### src/include/mpio_pkg.sv
package mpio_pkg;
	localparam int NIB = 4;
	localparam int BANK_PINS = 16;
	localparam int BIDIR_FIRST = 10;
	localparam int WIDE_GROUPS = 4;
	localparam int CLK_MHZ = 100;
	// Instruction cycle and reset timing
	localparam int INSTR_CYCLE_NS = 80;
	localparam int INSTR_CYCLES = (INSTR_CYCLE_NS * CLK_MHZ + 999) / 1000;
	localparam int CLEAR_HOLD_INSTR = 2;
	localparam int CLEAR_RELEASE_INSTR = 2;
	localparam int FILTER_INSTR = 2;
	localparam int SLOW_DIV = 8;
	localparam int FAST_DIV = 4;
	localparam logic [3:0] RESET_NIB = 4'h0;
	localparam logic [15:0] RESET_BANK = 16'h0000;
	localparam logic [12:0] START_ADDR = 13'h0000;
	// Operation codes
	localparam logic [3:0] OP_NONE = 4'h0;
	localparam logic [3:0] OP_READ_ANALOG = 4'h1;
	localparam logic [3:0] OP_READ_MISC = 4'h2;
	localparam logic [3:0] OP_TRI_WRITE = 4'h3;
	localparam logic [3:0] OP_TRI_READ = 4'h4;
	localparam logic [3:0] OP_PD_WRITE = 4'h5;
	localparam logic [3:0] OP_PD_READ = 4'h6;
	localparam logic [3:0] OP_ACC_TO_WIDE = 4'h7;
	localparam logic [3:0] OP_WIDE_LOAD = 4'h8;
	localparam logic [3:0] OP_WIDE_STORE = 4'h9;
	localparam logic [3:0] OP_BANK_SET = 4'hA;
	localparam logic [3:0] OP_BANK_RESET = 4'hB;
	localparam logic [3:0] OP_BANK_TEST = 4'hC;
	localparam logic [3:0] OP_TONE_GP = 4'hD;
	localparam logic [3:0] OP_CLK_SPEED = 4'hE;
	localparam logic [3:0] OP_DIR = 4'hF;
endpackage

### src/core/mpio_filter.sv
module mpio_filter #(
	parameter int HOLD = 2
) (
	input wire logic clk,
	input wire logic reset,
	input wire logic ce,
	input wire logic tick,
	input wire logic raw,
	output logic clean
);
	logic [1:0] sync;
	logic [3:0] cnt;

	initial
	begin
		if (HOLD < 1 || HOLD > 15)
			$error("mpio_filter HOLD out of range");
	end

	// Two-stage synchroniser
	always_ff @(posedge clk)
	begin
		if (reset)
			sync <= 2'h0;
		else if (ce)
			sync <= {sync[0], raw};
	end

	// Accept a level only after it holds for HOLD+1 instruction ticks
	always_ff @(posedge clk)
	begin
		if (reset)
		begin
			cnt <= 4'h0;
			clean <= 1'b0;
		end
		else if (ce)
		begin
			if (sync[1] == clean)
				cnt <= 4'h0;
			else if (tick)
			begin
				// Extra tick covers phase so short pulses never pass
				if (cnt == 4'(HOLD))
				begin
					clean <= sync[1];
					cnt <= 4'h0;
				end
				else
					cnt <= cnt + 4'h1;
			end
		end
	end
endmodule

### src/core/mpio_port.sv
// Operation
// - After clear falls, wait release delay, then fetch from address zero.
// - Analog read copies the four key inputs into the accumulator.
// - Misc read packs low, timer, wake, irq inputs into accumulator bits 0-3.
// - Wake and irq inputs reject pulses under two instruction cycles.
// - Sixteen bank pins each have an individually set or reset latch.
// - Bit test samples the bank pin picked by the word pick field.
// - After clear, bidirectional bank and pulldown pins come up as inputs.
// - Tristate write loads accumulator into the latch driving the pins.
// - Tristate read samples the pins and leaves them high impedance.
// - Pulldown write loads accumulator into the pulldown latch.
// - Pulldown read samples the pulldown pins into the accumulator.
// - Wide bank write targets the group chosen by the word pick field.
// - Pair ops move eight bits between groups 0,1 and accumulator/temp.
// - Tone pin is sound output or program-controlled general bit.
// - Clock mirror pin follows the internal system clock.
// - After power-on the system clock is reference divided by eight.
// - Ram pointer is a file pick field and a word pick field.
module mpio_port #(
	parameter int HOLD_INSTR = mpio_pkg::CLEAR_HOLD_INSTR,
	parameter int RELEASE_INSTR = mpio_pkg::CLEAR_RELEASE_INSTR
) (
	input wire logic clk,
	input wire logic reset,
	input wire logic ce,
	input wire logic clear_in_pin,
	input wire logic [3:0] op,
	input wire logic op_valid,
	input wire logic [3:0] acc_in,
	input wire logic [3:0] temp_nibble_in,
	input wire logic [3:0] file_pick_field,
	input wire logic [3:0] word_pick_field,
	input wire logic tone_src,
	input wire logic [3:0] analog_key_in,
	input wire logic buffered_low_in,
	input wire logic timer_clock_in,
	input wire logic debounced_wake_in,
	input wire logic debounced_irq_in,
	input wire logic [3:0] tristate_nibble_in,
	input wire logic [3:0] pulldown_nibble_one_in,
	input wire logic [15:0] select_line_bank_in,
	output logic [3:0] tristate_nibble_out,
	output logic [3:0] tristate_nibble_oe,
	output logic [3:0] pulldown_nibble_one_out,
	output logic [3:0] pulldown_nibble_one_oe,
	output logic [15:0] select_line_bank_out,
	output logic [15:0] select_line_bank_oe,
	output logic [15:0] wide_nibble_bank,
	output logic [3:0] acc_out,
	output logic [3:0] temp_nibble_out,
	output logic acc_load,
	output logic bank_test_flag,
	output logic tone_out,
	output logic sysclk_mirror,
	output logic [7:0] ram_pointer,
	output logic in_reset,
	output logic fetch_start,
	output logic [12:0] fetch_addr
);
	localparam int NI = mpio_pkg::NIB;

	logic [1:0] clr_sync;
	logic [15:0] bank_sync0;
	logic [15:0] bank_sync;
	logic [3:0] key_sync0, key_sync;
	logic [3:0] tri_sync0, tri_sync;
	logic [3:0] pd_sync0, pd_sync;
	logic [1:0] low_sync0, low_sync;
	logic wake_clean, irq_clean;
	logic slow_clk;
	logic tick;
	logic instr_tick;
	logic [7:0] instr_cnt;
	logic [7:0] instr_lim;
	logic [3:0] rel_cnt;
	logic releasing;
	logic tone_gp;
	logic tone_sel;
	logic [3:0] next_acc;
	logic next_load;
	logic is_op;

	initial
	begin
		if (HOLD_INSTR < 1 || HOLD_INSTR > 15 || RELEASE_INSTR < 1 || RELEASE_INSTR > 15)
			$error("mpio_port timing parameters out of range");
	end

	function automatic logic [3:0] grp(input logic [15:0] bank, input logic [3:0] sel);
		grp = bank[sel[1:0]*4 +: 4];
	endfunction

	assign is_op = op_valid && !in_reset;

	////////////////////////////////////////////////////////////////
	// Input synchronisers
	always_ff @(posedge clk)
	begin
		if (reset)
		begin
			clr_sync <= 2'h0;
			bank_sync0 <= 16'h0000;
			bank_sync <= 16'h0000;
			key_sync0 <= 4'h0;
			key_sync <= 4'h0;
			tri_sync0 <= 4'h0;
			tri_sync <= 4'h0;
			pd_sync0 <= 4'h0;
			pd_sync <= 4'h0;
			low_sync0 <= 2'h0;
			low_sync <= 2'h0;
		end
		else if (ce)
		begin
			clr_sync <= {clr_sync[0], clear_in_pin};
			bank_sync0 <= select_line_bank_in;
			bank_sync <= bank_sync0;
			key_sync0 <= analog_key_in;
			key_sync <= key_sync0;
			tri_sync0 <= tristate_nibble_in;
			tri_sync <= tri_sync0;
			pd_sync0 <= pulldown_nibble_one_in;
			pd_sync <= pd_sync0;
			low_sync0 <= {timer_clock_in, buffered_low_in};
			low_sync <= low_sync0;
		end
	end

	mpio_filter #(.HOLD(mpio_pkg::FILTER_INSTR)) u_wake (
		.clk(clk), .reset(reset), .ce(ce), .tick(instr_tick),
		.raw(debounced_wake_in), .clean(wake_clean));
	mpio_filter #(.HOLD(mpio_pkg::FILTER_INSTR)) u_irq (
		.clk(clk), .reset(reset), .ce(ce), .tick(instr_tick),
		.raw(debounced_irq_in), .clean(irq_clean));

	////////////////////////////////////////////////////////////////
	// System clock divider and instruction tick
	assign instr_lim = slow_clk ? 8'(mpio_pkg::INSTR_CYCLES * mpio_pkg::SLOW_DIV / 2 - 1)
		: 8'(mpio_pkg::INSTR_CYCLES * mpio_pkg::FAST_DIV / 2 - 1);
	// Compare by bound so a speed change never strands the counter
	assign tick = (instr_cnt >= instr_lim);
	// One pulse per full instruction cycle
	assign instr_tick = tick && sysclk_mirror;

	always_ff @(posedge clk)
	begin
		if (reset)
		begin
			instr_cnt <= 8'h00;
			sysclk_mirror <= 1'b0;
		end
		else if (ce)
		begin
			instr_cnt <= tick ? 8'h00 : instr_cnt + 8'h01;
			if (tick)
				sysclk_mirror <= ~sysclk_mirror;
		end
	end

	always_ff @(posedge clk)
	begin
		if (reset || clr_sync[1])
			slow_clk <= 1'b1;
		else if (ce && is_op && op == mpio_pkg::OP_CLK_SPEED)
			slow_clk <= acc_in[0];
	end

	////////////////////////////////////////////////////////////////
	// Clear sequencing
	always_ff @(posedge clk)
	begin
		if (reset)
		begin
			in_reset <= 1'b1;
			releasing <= 1'b0;
			rel_cnt <= 4'h0;
			fetch_start <= 1'b0;
			fetch_addr <= mpio_pkg::START_ADDR;
		end
		else if (ce)
		begin
			fetch_start <= 1'b0;
			if (clr_sync[1])
			begin
				in_reset <= 1'b1;
				releasing <= 1'b0;
				rel_cnt <= 4'h0;
			end
			else if (in_reset && !releasing)
				releasing <= 1'b1;
			else if (releasing && instr_tick)
			begin
				if (rel_cnt == 4'(RELEASE_INSTR - 1))
				begin
					releasing <= 1'b0;
					in_reset <= 1'b0;
					fetch_start <= 1'b1;
					fetch_addr <= mpio_pkg::START_ADDR;
				end
				else
					rel_cnt <= rel_cnt + 4'h1;
			end
		end
	end

	////////////////////////////////////////////////////////////////
	// Output latches and directions
	always_ff @(posedge clk)
	begin
		if (reset || clr_sync[1])
		begin
			select_line_bank_out <= mpio_pkg::RESET_BANK;
			select_line_bank_oe <= 16'h03FF;
			pulldown_nibble_one_out <= mpio_pkg::RESET_NIB;
			pulldown_nibble_one_oe <= 4'h0;
			tristate_nibble_out <= mpio_pkg::RESET_NIB;
			tristate_nibble_oe <= 4'h0;
		end
		else if (ce && is_op)
		begin
			case (op)
				mpio_pkg::OP_BANK_SET:
					select_line_bank_out[word_pick_field] <= 1'b1;
				mpio_pkg::OP_BANK_RESET:
					select_line_bank_out[word_pick_field] <= 1'b0;
				mpio_pkg::OP_DIR:
				begin
					if (word_pick_field >= 4'(mpio_pkg::BIDIR_FIRST))
						select_line_bank_oe[word_pick_field] <= acc_in[0];
					else
						pulldown_nibble_one_oe <= acc_in;
				end
				mpio_pkg::OP_TRI_WRITE:
				begin
					tristate_nibble_out <= acc_in;
					tristate_nibble_oe <= 4'hF;
				end
				mpio_pkg::OP_TRI_READ:
					tristate_nibble_oe <= 4'h0;
				mpio_pkg::OP_PD_WRITE:
				begin
					pulldown_nibble_one_out <= acc_in;
					pulldown_nibble_one_oe <= 4'hF;
				end
				default:
					select_line_bank_out <= select_line_bank_out;
			endcase
		end
	end

	// Wide nibble bank and pair transfers
	always_ff @(posedge clk)
	begin
		if (reset || clr_sync[1])
			wide_nibble_bank <= mpio_pkg::RESET_BANK;
		else if (ce && is_op)
		begin
			if (op == mpio_pkg::OP_ACC_TO_WIDE)
				wide_nibble_bank[word_pick_field[1:0]*NI +: NI] <= acc_in;
			else if (op == mpio_pkg::OP_WIDE_STORE)
				wide_nibble_bank[7:0] <= {temp_nibble_in, acc_in};
		end
	end

	////////////////////////////////////////////////////////////////
	// Reads into the accumulator
	always_comb
	begin
		next_acc = acc_out;
		next_load = 1'b0;
		case (op)
			mpio_pkg::OP_READ_ANALOG:
			begin
				next_acc = key_sync;
				next_load = 1'b1;
			end
			mpio_pkg::OP_READ_MISC:
			begin
				next_acc = {irq_clean, wake_clean, low_sync[1], low_sync[0]};
				next_load = 1'b1;
			end
			mpio_pkg::OP_TRI_READ:
			begin
				next_acc = tri_sync;
				next_load = 1'b1;
			end
			mpio_pkg::OP_PD_READ:
			begin
				next_acc = pd_sync;
				next_load = 1'b1;
			end
			mpio_pkg::OP_WIDE_LOAD:
			begin
				next_acc = grp(wide_nibble_bank, 4'h0);
				next_load = 1'b1;
			end
			default:
				next_load = 1'b0;
		endcase
	end

	always_ff @(posedge clk)
	begin
		if (reset)
		begin
			acc_out <= mpio_pkg::RESET_NIB;
			temp_nibble_out <= mpio_pkg::RESET_NIB;
			acc_load <= 1'b0;
			bank_test_flag <= 1'b0;
		end
		else if (ce)
		begin
			acc_load <= is_op && next_load;
			if (is_op && next_load)
				acc_out <= next_acc;
			if (is_op && op == mpio_pkg::OP_WIDE_LOAD)
				temp_nibble_out <= grp(wide_nibble_bank, 4'h1);
			if (is_op && op == mpio_pkg::OP_BANK_TEST)
				bank_test_flag <= bank_sync[word_pick_field];
		end
	end

	////////////////////////////////////////////////////////////////
	// Tone, pointer
	always_ff @(posedge clk)
	begin
		if (reset)
		begin
			tone_gp <= 1'b0;
			tone_sel <= 1'b0;
			tone_out <= 1'b0;
			ram_pointer <= 8'h00;
		end
		else if (ce)
		begin
			if (is_op && op == mpio_pkg::OP_TONE_GP)
			begin
				tone_sel <= acc_in[1];
				tone_gp <= acc_in[0];
			end
			tone_out <= tone_sel ? tone_gp : tone_src;
			ram_pointer <= {file_pick_field, word_pick_field};
		end
	end

	////////////////////////////////////////////////////////////////
	// Checks
	AST_FETCH_ZERO: assert property (@(posedge clk) disable iff (reset)
		fetch_start |-> fetch_addr == 13'h0000 && !in_reset)
		else $error("fetch not at zero");
	AST_CLEAR_INPUT: assert property (@(posedge clk) disable iff (reset)
		ce && clr_sync[1] |=> select_line_bank_oe[15:10] == 6'h00 && pulldown_nibble_one_oe == 4'h0)
		else $error("pins not input after clear");
	AST_TRI_WRITE: assert property (@(posedge clk) disable iff (reset)
		ce && is_op && op == mpio_pkg::OP_TRI_WRITE && !clr_sync[1]
		|=> tristate_nibble_out == $past(acc_in) && tristate_nibble_oe == 4'hF)
		else $error("tristate write lost");
	AST_TRI_READ_HIZ: assert property (@(posedge clk) disable iff (reset)
		ce && is_op && op == mpio_pkg::OP_TRI_READ |=> tristate_nibble_oe == 4'h0)
		else $error("tristate read drives");
	AST_PD_READ: assert property (@(posedge clk) disable iff (reset)
		ce && is_op && op == mpio_pkg::OP_PD_READ |=> acc_out == $past(pd_sync) && acc_load)
		else $error("pulldown read wrong");
	AST_MISC_READ: assert property (@(posedge clk) disable iff (reset)
		ce && is_op && op == mpio_pkg::OP_READ_MISC |=> acc_out[0] == $past(low_sync[0])
		&& acc_out[3] == $past(irq_clean))
		else $error("misc read wrong");
	AST_READ_KEEPS: assert property (@(posedge clk) disable iff (reset)
		ce && is_op && next_load && !clr_sync[1] |=> $stable(select_line_bank_out)
		&& $stable(wide_nibble_bank))
		else $error("read changed latch");
	AST_SLOW_AFTER_CLEAR: assert property (@(posedge clk) disable iff (reset)
		clr_sync[1] |=> slow_clk)
		else $error("clock not slow after clear");
	AST_WIDE_WRITE: assert property (@(posedge clk) disable iff (reset)
		ce && is_op && op == mpio_pkg::OP_ACC_TO_WIDE && !clr_sync[1]
		|=> grp(wide_nibble_bank, $past(word_pick_field)) == $past(acc_in))
		else $error("wide write lost");
	COV_FETCH: cover property (@(posedge clk) fetch_start);
	COV_TRI: cover property (@(posedge clk) is_op && op == mpio_pkg::OP_TRI_WRITE ##1 is_op
		&& op == mpio_pkg::OP_TRI_READ);
	COV_TEST: cover property (@(posedge clk) is_op && op == mpio_pkg::OP_BANK_TEST);
	COV_CLEAR: cover property (@(posedge clk) clr_sync[1] ##1 !clr_sync[1]);
endmodule

### config.mk
export PLATFORM = sky130hd
export DESIGN_NAME = mpio_port
export DESIGN_NICKNAME = d
export VERILOG_FILES = /design/src/include/mpio_pkg.sv /design/src/core/mpio_filter.sv /design/src/core/mpio_port.sv
export SDC_FILE = /design/constraint.sdc
export NUM_CORES = 1
export LEC_CHECK = 0
export BUFFER_PORTS_ARGS = -buffer_cell sky130_fd_sc_hd__buf_2
export CAP_MARGIN = 40
export CORE_MARGIN = 2
export CORE_UTILIZATION = 50
export CTS_BUF_LIST = sky130_fd_sc_hd__clkbuf_2 sky130_fd_sc_hd__clkbuf_4 sky130_fd_sc_hd__clkbuf_8
export DETAILED_ROUTE_END_ITERATION = 10
export PLACE_DENSITY = 0.75
export SYNTH_ARGS = -nofsm -noshare
export SYNTH_HDL_FRONTEND = slang
export SYNTH_HIERARCHICAL = 1
export SYNTH_SLANG_ARGS = --single-unit
### constraint.sdc
create_clock -name clk -period 2 [get_ports clk]
set_clock_uncertainty 0.05 [all_clocks]
set_input_delay 0.4 -clock clk [delete_from_list [all_inputs] [get_ports clk]]
set_output_delay 0.4 -clock clk [all_outputs]
set_load 0.005 [all_outputs]
==> metrics.yaml <==
numPortBuffers: 143
postRouteAntennaNets: 0
post-cts-setup-buffer-count: 0
outcome: "complete, no violations"
final_cell_mix: "175 x dfxtp_1, 141 x buf_2, 139 x nor2_1"
layout.cells.non_filler: 1147
worstPathArrival_ns: 2.19
seq_area_um2: 3500
cts.clk_slew.worst_paths_ns: 0.08
initialDrtViolationCount: 405
wire_per_inst_um: 15.4
pwr-share-comb: 0.084
totalWireLength_um: 17600
multi_input_area_um2: 3800
dr_total_vias: 6165
synth_edf_count: 0
rsz0062_at_grt: "true"
cp.required_ns: 2.27
maxCapViolCount: 0
rows: 45
p_int_w: 0.00502
antenna_found_initial: 0
async_flop_share: 0
die_h_um: 128
finalInstanceArea_um2: 8990
leakagePower_nw: 4.07
fmax_mhz: 522
h-tree-depth: 4
clockRootBuffer: "clkbuf_8"
cts_tree: "built"
drive_gt1_frac: 0.237
critical_path_class: "reg -> reg"
grt_pass1_wl_um: 29000
fp.dieArea_um2: 16300
seqPwrFrac: 0.545
layout_commonest_cell: "dfxtp_1"
vias_per_cell: 5.37
peakVddDrop_mv: 0.435
setup_viol: 0
first_global_vias: 5706
switching_share: 0.241
nFillCells: 1316
dr.pass1.iters: 5
syn_area_per_cell_um2: 9.42
power_density_nw_per_um2: 736
place_congestion: 0.852
critPathMaxFanout: 21
start_util: 0.508
power.switching_w: 0.00160
fin_crit_sh: 0.959
yosysUniqueCellTypes: 68
nNetsFinal: 1012
numCtsBuffers: 17
post-route-drc-count: 0
die_w_um: 128
area_growth_pct: 17.4
ys_warn_count: 6
synth_area_um2: 7660
place_hpwl_um: 12500
dpl.cell_count: 1114
cp-end-kind: "flop"
core-area_um2: 15100
num_io_pins: 157
cts_hold_buf: 0
synth_cells: 813
grt_usage: 0.221
slew_headroom: 0.625
min_path_type: "in -> reg"
tns_ns: 0
max_slew.worst_pin.slew_ns: 0.562
power_frac_clock: 0.371
cp-start-kind: "flop"
gr-total-overflow: 0
ys_ff_latch: 175
grt_max_degree: 71
hold_viol: 0
seq_area_frac_synth: 0.457
synth_flop_cell: "dfxtp_1"
cts.sinks: 175
place_area_um2: 8580
clk_latency_ns: 0.46
drv_slew: 0
period_needed_ns: 1.92
clk_path_buf_depth: 2
## power by group through the flow
stage,sequential [W],combinational [W],clock [W]
after floorplan,0.00368,0.000381,0
after global placement,0.00369,0.000543,0
after detailed placement,0.00369,0.000553,0
after CTS,0.00361,0.000555,0.00254
after global routing,0.00362,0.000614,0.00267
final,0.00361,0.000554,0.00246
## routing by layer
layer,GRT usage,share of wire
met4,0.0808,0.014
met2,0.350,0.47
met5,0,0
met3,0.0505,0.046
met1,0.297,0.47
## Yosys cell counts, types with 4 or more instances
| library cell | count | share of area |
|---|---|---|
| a311oi_1 | 8 | 0.0091 |
| dfxtp_1 | 175 | 0.46 |
| or3_1 | 10 | 0.0082 |
| nor2_1 | 139 | 0.068 |
| inv_1 | 10 | 0.0049 |
| and2_1 | 8 | 0.0065 |
| a31oi_1 | 4 | 0.0033 |
| nor3b_1 | 4 | 0.0039 |
| mux2i_1 | 117 | 0.15 |
| nand2_1 | 30 | 0.015 |
| nor3_1 | 5 | 0.0033 |
| clkbuf_1 | 35 | 0.017 |
| a22oi_1 | 4 | 0.0039 |
| o21ai_0 | 14 | 0.0091 |
| nand3_1 | 31 | 0.020 |
| xor2_1 | 6 | 0.0069 |
| nor2b_1 | 11 | 0.0090 |
| nand4_1 | 29 | 0.024 |
| nand3b_1 | 4 | 0.0039 |
| buf_1 | 4 | 0.0020 |
| a211oi_1 | 9 | 0.0088 |
| a21oi_1 | 23 | 0.015 |
| and3_1 | 5 | 0.0041 |
| xnor2_1 | 5 | 0.0057 |
| buf_4 | 17 | 0.017 |
| buf_2 | 17 | 0.011 |
| ha_1 | 9 | 0.015 |
| nand2b_1 | 12 | 0.0098 |
## sequential cells by signal (all words and copies together) (netlist names), 4 cells and up, named ones only
| name | cells |
|---|---|
| ram_pointer | 8 |
| bank_sync0 | 16 |
| key_sync | 4 |
| pd_sync0 | 4 |
| u_wake/cnt | 4 |
| bank_sync | 16 |
| pulldown_nibble_one_out | 4 |
| instr_cnt | 8 |
| u_irq/cnt | 4 |
| rel_cnt | 4 |
| temp_nibble_out | 4 |
| tri_sync0 | 4 |
| tristate_nibble_out | 4 |
| acc_out | 4 |
| pulldown_nibble_one_oe | 4 |
| key_sync0 | 4 |
| pd_sync | 4 |
| tri_sync | 4 |
| select_line_bank_oe | 16 |
| wide_nibble_bank | 16 |
## cells by family after synthesis
logic type | count (synthesis) | share of synthesized area
xor gates and xnor gates | 11 | 0.0126
DFF | 175 | 0.457
muxes | 122 | 0.163
AOI/OAI and AO/OA | 100 | 0.0943
other | 1 | 0.000490
buffers and inverters | 84 | 0.0526
adders and majority gates | 9 | 0.0147
and+or+nand+nor | 311 | 0.205
## timing repair
| item | in CTS | in global routing |
|---|---|---|
| gates resized for setup | 0 | 2 |
| hold endpoints to repair | 0 | 0 |
| endpoints found under the setup margin | 0 | 8 |
## through the flow
step	worst slack (ns)	total power, W	hold slack, ns	utilization
6_report	0.0827	0.00662	0.127	0.596
5_1_grt	-0.0277	0.00690	0.107	0.596
2_1_floorplan	0.103	0.00406	0.391	-
3_3_place_gp	0.100	0.00423	0.372	0.569
4_1_cts	0.0521	0.00670	0.0940	0.595
3_5_place_dp	0.0673	0.00424	0.376	0.569
## path summary, 6_finish.rpt
| check | from | endpoint | slack [ns] | cells after the start |
|---|---|---|---|---|
| hold reg to reg | select_line_bank_oe[3] | select_line_bank_oe[3] | 0.40 | 1 |
| hold / removal | pulldown_nibble_one_in[1] | pd_sync0[1] | 0.13 | 3 |
| setup / recovery | slow_clk | u_wake/cnt[2] | 0.08 | 8 |
| setup reg to reg | slow_clk | u_wake/cnt[2] | 0.08 | 8 |
## critical path, stage by stage, from the launching register on
cell      delay, ns
dfxtp_1        0.33
inv_1          0.05
ha_1           0.18
or4_4          0.43
o21ai_4        0.20
inv_6          0.11
and2_1         0.20
a31oi_1        0.17
a311oi_1       0.07
## layout make-up
type,count,area share
well taps,188,0.0262
flip-flops and latches,175,0.390
multi-input cells,566,0.423
diodes,1,0.000278
inverters,11,0.00515
repair buffers,174,0.112
clock inverters,9,0.0121
clock buffers,23,0.0324
Power figures use the tool's default switching activity.
